<file path="config.mk">
export PLATFORM = sky130hd
export DESIGN_NAME = wdog_top
export DESIGN_NICKNAME = d
export VERILOG_FILES = /design/src/logic/wdog_pkg.sv /design/src/logic/wdog_top.sv
export VERILOG_INCLUDE_DIRS = /design/src /design/src/logic
export SDC_FILE = /design/constraint.sdc
export NUM_CORES = 1
export LEC_CHECK = 0
export BUFFER_PORTS_ARGS = -buffer_cell sky130_fd_sc_hd__buf_2
export CAP_MARGIN = 10
export CORE_ASPECT_RATIO = 1.5
export CORE_MARGIN = 2
export CORE_UTILIZATION = 50
export CTS_CLUSTER_DIAMETER = 120
export DETAILED_ROUTE_END_ITERATION = 6
export GPL_TIMING_DRIVEN = 0
export MAX_ROUTING_LAYER = met4
export PLACE_DENSITY = 0.76
export SYNTH_ARGS = -nofsm -noshare
export SYNTH_HDL_FRONTEND = slang
export SYNTH_SLANG_ARGS = --single-unit
</file>
<file path="constraint.sdc">
create_clock -name clk -period 3 [get_ports clk]
set_clock_uncertainty 0.15 [all_clocks]
set_input_delay 0.15 -clock clk [delete_from_list [all_inputs] [get_ports clk]]
set_output_delay 0.15 -clock clk [all_outputs]
set_load 0.01 [all_outputs]
</file>
<file path="src/logic/wdog_defs.svh">
// constants for the watchdog and reset-cause block
// Functional notes
// cause bits 7..4 read zero
// dog reset sets cause bit 3
// brown-out sets cause bit 2
// pin reset sets cause bit 1
// power-on sets bit 0, software clears
// timeout in irq mode sets irq flag
// vector or written one clears flag
// irq needs global and dog enables
// reset/irq enable pair selects mode
// programmed fuse forces reset mode
// combined: vector clears enable and flag
// combined: unserviced second timeout resets
// software re-arms irq enable each time
// protected changes need unlock bit set
// unlock self-clears four cycles later
// reset enable forced while dog flag
// period codes 2048 doubling to 1048576
// reserved codes act as longest period
// counter counts slow oscillator ticks
// software unlocks then writes within four
// restart instruction zeroes the count
// reset pulse lasts one clock
// oscillator synchronised before counting
`ifndef WDOG_DEFS_SVH
`define WDOG_DEFS_SVH
`define WDOG_IDX_CAUSE   8'h35
`define WDOG_IDX_CTRL    8'h60
`define WDOG_B_FLAG      7
`define WDOG_B_IE        6
`define WDOG_B_P3        5
`define WDOG_B_UNLOCK    4
`define WDOG_B_RE        3
`define WDOG_B_DOG       3
`define WDOG_B_BO        2
`define WDOG_B_PIN       1
`define WDOG_B_POR       0
`define WDOG_CAUSE_RST   4'h1
`define WDOG_BASE_CYCLES 21'h000800
`define WDOG_CODE_MAX    4'h9
`define WDOG_UNLOCK_CYC  3'h4
`define WDOG_CLK_HZ      10000000
`endif

</file>
<file path="src/logic/wdog_pkg.sv">
// types for the watchdog and reset-cause block
package wdog_pkg;
  typedef enum logic [1:0] {
    WDOG_STOP = 2'b00,
    WDOG_IRQ  = 2'b01,
    WDOG_RST  = 2'b10,
    WDOG_BOTH = 2'b11
  } wdog_mode_t;

  typedef struct packed {
    logic        ack;
    logic [7:0]  rdat;
    logic        osc_s1;
    logic        osc_s2;
    logic        osc_s3;
    logic        bo_s1;
    logic        bo_s2;
    logic        pin_s1;
    logic        pin_s2;
    logic        fuse_s1;
    logic        fuse_s2;
    logic [3:0]  cause;
    logic        irq_flag;
    logic        irq_en;
    logic        reset_en;
    logic [3:0]  period;
    logic [2:0]  unlock_cnt;
    logic [20:0] cnt;
    logic        sys_rst;
    logic        irq_req;
  } wdog_state_t;
endpackage

</file>
<file path="src/logic/wdog_top.sv">
// watchdog timer with reset-cause flags behind a classic wishbone slave
//
// Chosen here: the Wishbone slave port.
`include "wdog_defs.svh"
`timescale 1ns/1ns
`default_nettype none
module wdog_top #(
  parameter logic [20:0] BASE_CYCLES = `WDOG_BASE_CYCLES
) (
  input  wire logic        clk,
  input  wire logic        rst,
  input  wire logic        wb_cyc_i,
  input  wire logic        wb_stb_i,
  input  wire logic        wb_we_i,
  input  wire logic [9:0]  wb_adr_i,
  input  wire logic [3:0]  wb_sel_i,
  input  wire logic [31:0] wb_dat_i,
  output var  logic [31:0] wb_dat_o,
  output var  logic        wb_ack_o,
  input  wire logic        dog_osc_i,
  input  wire logic        brownout_i,
  input  wire logic        pin_reset_i,
  input  wire logic        dog_always_on_fuse,
  input  wire logic        dog_restart_i,
  input  wire logic        global_irq_en_i,
  input  wire logic        dog_vector_ack_i,
  output var  logic        dog_irq_req_o,
  output var  logic        sys_reset_pulse_o
);
  localparam wdog_pkg::wdog_state_t RESET_VAL = '{
    cause:   `WDOG_CAUSE_RST,
    fuse_s1: 1'b1,
    fuse_s2: 1'b1,
    default: '0
  };

  wdog_pkg::wdog_state_t q;
  wdog_pkg::wdog_state_t s;

  always_comb begin
    logic                 tick;
    logic                 fuse_prog;
    logic                 re_eff;
    logic                 ie_eff;
    logic                 unlocked;
    logic                 timeout;
    logic                 set_flag;
    logic                 fire;
    logic                 acc_wr;
    logic                 wr_ctrl;
    logic                 wr_cause;
    logic [3:0]           code;
    logic [20:0]          limit;
    logic [7:0]           idx;
    logic [7:0]           wd;
    wdog_pkg::wdog_mode_t mode;
    s         = q;
    tick      = 1'b0;
    fuse_prog = 1'b0;
    re_eff    = 1'b0;
    ie_eff    = 1'b0;
    unlocked  = 1'b0;
    timeout   = 1'b0;
    set_flag  = 1'b0;
    fire      = 1'b0;
    code      = q.period;
    limit     = BASE_CYCLES;
    idx       = wb_adr_i[9:2];
    wd        = wb_dat_i[7:0];
    mode      = wdog_pkg::WDOG_STOP;
    s.sys_rst = 1'b0;

    // two-flop synchronisers, oscillator gets a third flop for edge detect
    s.osc_s1  = dog_osc_i;
    s.osc_s2  = q.osc_s1;
    s.osc_s3  = q.osc_s2;
    s.bo_s1   = brownout_i;
    s.bo_s2   = q.bo_s1;
    s.pin_s1  = pin_reset_i;
    s.pin_s2  = q.pin_s1;
    s.fuse_s1 = dog_always_on_fuse;
    s.fuse_s2 = q.fuse_s1;

    // synchronised oscillator edge
    tick      = q.osc_s2 & ~q.osc_s3;
    fuse_prog = ~q.fuse_s2;
    // reset enable forced by dog flag
    re_eff    = q.reset_en | q.cause[`WDOG_B_DOG] | fuse_prog;
    ie_eff    = q.irq_en & ~fuse_prog;
    unlocked  = (q.unlock_cnt != 3'h0);

    // mode selection
    if (fuse_prog) begin
      mode = wdog_pkg::WDOG_RST;
    end else begin
      mode = wdog_pkg::wdog_mode_t'({re_eff, ie_eff});
    end

    // period limit, reserved codes clamp
    if (q.period > `WDOG_CODE_MAX) begin
      code = `WDOG_CODE_MAX;
    end
    limit = BASE_CYCLES << code;

    timeout = tick && (mode != wdog_pkg::WDOG_STOP) && (q.cnt >= limit - 21'h000001);

    // restart and count
    if (dog_restart_i || mode == wdog_pkg::WDOG_STOP) begin
      s.cnt = '0;
    end else if (timeout) begin
      s.cnt = '0;
    end else if (tick) begin
      s.cnt = q.cnt + 21'h000001;
    end

    unique case (mode)
      wdog_pkg::WDOG_STOP: begin
        set_flag = 1'b0;
        fire     = 1'b0;
      end
      // interrupt mode timeout
      wdog_pkg::WDOG_IRQ: begin
        set_flag = timeout;
        fire     = 1'b0;
      end
      wdog_pkg::WDOG_RST: begin
        set_flag = 1'b0;
        fire     = timeout;
      end
      // unserviced flag means reset
      wdog_pkg::WDOG_BOTH: begin
        set_flag = timeout & ~q.irq_flag;
        fire     = timeout & q.irq_flag;
      end
    endcase

    // one-cycle reset pulse
    s.sys_rst = fire;

    // wishbone: ack one cycle after request, write at the sampling edge
    s.ack    = wb_cyc_i & wb_stb_i & ~q.ack;
    acc_wr   = wb_cyc_i & wb_stb_i & q.ack & wb_we_i & wb_sel_i[0];
    wr_ctrl  = acc_wr && (idx == `WDOG_IDX_CTRL);
    wr_cause = acc_wr && (idx == `WDOG_IDX_CAUSE);

    // unlock countdown
    if (unlocked) begin
      s.unlock_cnt = q.unlock_cnt - 3'h1;
    end

    if (wr_ctrl) begin
      s.irq_en = wd[`WDOG_B_IE];
      // protected fields only while unlocked
      if (unlocked && !wd[`WDOG_B_UNLOCK]) begin
        s.reset_en = wd[`WDOG_B_RE] | q.cause[`WDOG_B_DOG];
        s.period   = {wd[`WDOG_B_P3], wd[2:0]};
      end else begin
        s.reset_en = q.reset_en | wd[`WDOG_B_RE];
      end
      // unlock opens with reset enable written one
      if (wd[`WDOG_B_UNLOCK] && wd[`WDOG_B_RE]) begin
        s.unlock_cnt = `WDOG_UNLOCK_CYC;
      end
      // written one clears flag
      if (wd[`WDOG_B_FLAG]) begin
        s.irq_flag = 1'b0;
      end
    end

    // vector execution clears flag, and enable in combined mode
    if (dog_vector_ack_i && q.irq_flag) begin
      s.irq_flag = 1'b0;
      if (re_eff) begin
        s.irq_en = 1'b0;
      end
    end
    if (set_flag) begin
      s.irq_flag = 1'b1;
    end

    // cause flags: write zero clears, set wins
    if (wr_cause) begin
      s.cause = q.cause & wd[3:0];
    end
    if (fire) begin
      s.cause[`WDOG_B_DOG] = 1'b1;
    end
    if (q.bo_s2) begin
      s.cause[`WDOG_B_BO] = 1'b1;
    end
    if (q.pin_s2) begin
      s.cause[`WDOG_B_PIN] = 1'b1;
    end

    // interrupt request gating
    s.irq_req = q.irq_flag & ie_eff & global_irq_en_i;

    // read data captured with ack
    s.rdat = '0;
    if (s.ack && !wb_we_i) begin
      if (idx == `WDOG_IDX_CAUSE) begin
        // upper cause bits zero
        s.rdat = {4'h0, q.cause};
      end else if (idx == `WDOG_IDX_CTRL) begin
        s.rdat = {q.irq_flag, ie_eff, q.period[3], unlocked, re_eff, q.period[2:0]};
      end
    end
  end

  always_ff @(posedge clk) begin
    if (rst) begin
      q <= RESET_VAL;
    end else begin
      q <= s;
    end
  end

  assign wb_ack_o          = q.ack;
  assign wb_dat_o          = {24'h000000, q.rdat};
  assign dog_irq_req_o     = q.irq_req;
  assign sys_reset_pulse_o = q.sys_rst;
endmodule
`default_nettype wire

</file>
==> flow_summary_export.csv <==
group,metric,value,unit
min_path,hp-start,"wb_stb_i",
die,die_height,95.0,um
die,initial_core_util,51.1,%
cells_and_area,fin_area,0.00352,mm^2
die,io_pins,93,
timing,whs,57.9,ps
yosys,synthesis.area,0.00276,mm^2
min_path,min_to,"wb_ack_o$_SDFF_PP0_",
route,wl_per_cell,12.0,um
cells_and_area,final-seq-area,0.00111,mm^2
clocking,cts_buffers,5,
power_and_ir_drop,vdd_drop_max,0.505,mV
yosys,yosysTopAreaCell,"dfxtp_1",
yosys,yosys_register_bits,55,
worst_setup_path,critPathLaunchType,"register",
worst_setup_path,r2r_slack,110,ps
clocking,clkSinkCount,55,
clocking,worstSkewPairLatency,310,ps
timing,grt_setup_unrepaired,"yes",
yosys,synth_area_leaders,"dfxtp_1, buf_4, ha_1, xor2_1, nor2_1",
cells_and_area,drive_gt1_share,29.7,%
timing,fmax,346,MHz
min_path,hold_path.class,"input pin to register",
yosys,syn_area_per_cell,8.99,um^2
global_route,antenna_found_initial,0,
global_route,grt_pass1_wl,8630,um
route,finalWirelength,5600,um
worst_setup_path,timing.rr.end,"q[20]$_SDFFE_PP0P_",
global_route,grt_use_total,18.6,%
worst_setup_path,r2r_start,"q[26]$_SDFFE_PP0P_",
cells_and_area,syn_to_final_growth,27.5,%
timing,maxSlewViolCount,0,
route,dr.first_iter.drc_count,45,
cells_and_area,final_nets,468,
global_route,grt_max_degree,17,
worst_setup_path,worst_ep_arrival_time,2980,ps
run,drv_cap,0,
worst_setup_path,cp-end-kind,"register",
status,outcome,"complete, no violations",
yosys,ys.flop_type,"dfxtp_1",
timing,setup_viol_count_final,0,
worst_setup_path,crit_path_max_fanout,6,
yosys,synthArstFlopShare,0,%
cells_and_area,multi_input_area,0.00152,mm^2
die,fp.dieArea,0.00615,mm^2
worst_setup_path,crit_type,"register to register",
place,dp_hpwl,3870,um
route,antenna_left,0,
yosys,syn_inst,307,
power_and_ir_drop,power.leakage,1.56,nW
timing,period_share,96.2,%
timing,min_period,2890,ps
cells_and_area,fillCellCount,460,
route,vias,2271,
yosys,ys_types,43,
yosys,ys_seq_area_share,39.9,%
die,fp-row-count,33,
power_and_ir_drop,p_total,1.40,mW
clocking,cts_buffer_depth,2,
yosys,synth_enable_flop_cells,0,
clocking,clockRootBuffer,"clkbuf_8",
timing,finalHoldViolations,0,
timing,relSlewSlack,52.2,%
route,via_per_inst,4.86,
cells_and_area,n_antenna_cell,0,
timing,worstMarginPinSlew,715,ps
route,firstDrtPassIters,7,
place,gp_congestion,0.819,
global_route,overflow,0,
yosys,synth_warnings,0,
place,place_inst,438,
power_and_ir_drop,power_density,398,mW/mm^2
worst_setup_path,worstPathRequired,3090,ps
die,core,0.00541,mm^2
yosys,netlist.area_leader.share,39.9,%
worst_setup_path,reg2reg_depth,12,
clocking,cts_tree,"yes",
clocking,clkTransAtPathRegs,90,ps
min_path,hold_depth,3,
place,port_buffers,38,
route,drc,0,
cells_and_area,layoutNonFillerInstCount,467,
die,die_w,64.7,um
clocking,htreeDepth,2,
global_route,grt_pass1_vias,2009,
place,postPlaceCellArea,0.00313,mm^2
==> cells in the mapped netlist, types with 2 or more instances <==
master	count
a21oi_1	12
a22o_1	3
and2_1	7
and3_1	2
and4_1	2
and4b_1	2
buf_4	32
clkbuf_1	4
conb_1	2
dfxtp_1	55
ha_1	14
inv_1	13
mux2i_1	6
nand2_1	16
nand2b_1	3
nand3_1	9
nand3b_1	3
nand4_1	8
nor2_1	36
nor2b_1	13
nor3_1	9
o21ai_0	11
o31ai_1	2
or2_2	4
xnor2_1	5
xor2_1	17
==> what timing repair did <==
| action | CTS | global route |
|---|---|---|
| gates resized for setup | 5 | 31 |
| hold buffers | 15 | 0 |
| endpoints found under the setup margin | 21 | 24 |
| cloned | 0 | 2 |
| setup buffers | 1 | 3 |
| pin swaps | 2 | 7 |
| hold endpoints to repair | 15 | 0 |
==> per-stage QoR <==
| stage | TNS, ps | worst slack (ps) | util [%] |
|---|---|---|---|
| 2_1_floorplan | 0 | 268 | - |
| 3_3_place_gp | -1190 | -81.3 | 57.8 |
| 6_report | 0 | 114 | 65.1 |
| 3_5_place_dp | -1570 | -88.3 | 57.8 |
| 5_1_grt | -296 | -34.8 | 65.1 |
| 4_1_cts | 0 | 15.9 | 62.6 |
==> kinds of logic (layout without fill, tap and decap cells) <==
family,count (synthesis),after routing,synth area share [%]
compound gates,36,36,8.20
xor+xnor,22,22,6.98
fa+ha+maj,14,14,6.34
buf+inv,50,117,11.2
flops,55,55,39.9
mux,6,6,2.17
other cells,2,25,0.272
simple gates,122,122,25.0
==> state kept, by name, summed over array words and instances (netlist names) <==
| signal | flops |
|---|---|
| q | 44 |
| wb_ack_o | 1 |
| sys_reset_pulse_o | 1 |
| wb_dat_o | 8 |
| dog_irq_req_o | 1 |
==> metal layers <==
layer,share of wire [%],track usage (%),vias up
li1,-,-,1163
met1,38,18.8,1038
met2,54,33.1,52
met3,3.5,3.54,18
met4,4.1,11.3,0
met5,0,-,-
==> worst max-delay path by stage <==
stage / startpoint / to / slack [ps] / cells past startpoint
6_report: q[26]$_SDFFE_PP0P_ / q[20]$_SDFFE_PP0P_ / 110 / 12
2_1_floorplan: q[26]$_SDFFE_PP0P_ / q[10]$_SDFFE_PP0P_ / 270 / 13
4_1_cts: q[26]$_SDFFE_PP0P_ / q[17]$_SDFFE_PP0P_ / 20 / 13
3_3_place_gp: q[26]$_SDFFE_PP0P_ / q[22]$_SDFFE_PP0P_ / -80 / 13
3_5_place_dp: q[26]$_SDFFE_PP0P_ / q[11]$_SDFFE_PP0P_ / -90 / 13
5_1_grt: q[26]$_SDFFE_PP0P_ / q[20]$_SDFFE_PP0P_ / -30 / 13
==> power by group <==
group | internal (mW) | leakage [nW] | switching (mW)
sequential | 0.754 | 0.448 | 0.0134
combinational | 0.105 | 1.06 | 0.104
clock | 0.190 | 0.0484 | 0.234
total | 1.05 | 1.56 | 0.352
==> worst max-delay path, stage by stage, from the launching register on <==
cell and delay, ps:
dfxtp_4 370, or2_4 260, nand2b_4 150, ha_4 180, a21o_1 180, a32oi_2 170, ha_2 290, nand4_1 110
nor3_2 50, o31ai_2 220, nand4_1 300, buf_4 270, nor2_1 110
==> layout by cell type, fill, tap and decap left out, drive strengths merged, types with 2 or more instances in the layout <==
master,netlist,layout
buf,33,79
dfxtp,55,55
nor2,36,36
conb,2,25
xor2,17,17
nand2,17,17
dlygate4sd3,0,15
ha,14,14
inv,13,13
nor2b,13,13
a21oi,12,12
o21ai,11,11
nand3,9,9
nor3,9,9
clkbuf,4,9
nand4,8,8
and2,7,7
mux2i,6,6
xnor2,5,5
or2,4,4
nand3b,3,3
a22o,3,3
nand2b,3,3
and4b,2,2
and4,2,2
or4b,2,2
o31ai,2,2
and3,2,2
nor4,2,2
==> area by class of cell <==
type | instances | share of cell area, %
Timing Repair Buffer | 59 | 10.9
Clock inverter | 1 | 0.249
Multi-Input combinational cell | 225 | 43.2
Clock buffer | 7 | 2.45
Buffer | 37 | 7.82
Tap cell | 70 | 2.49
Inverter | 13 | 1.39
Sequential cell | 55 | 31.5
(Power assumes the default switching activity.)
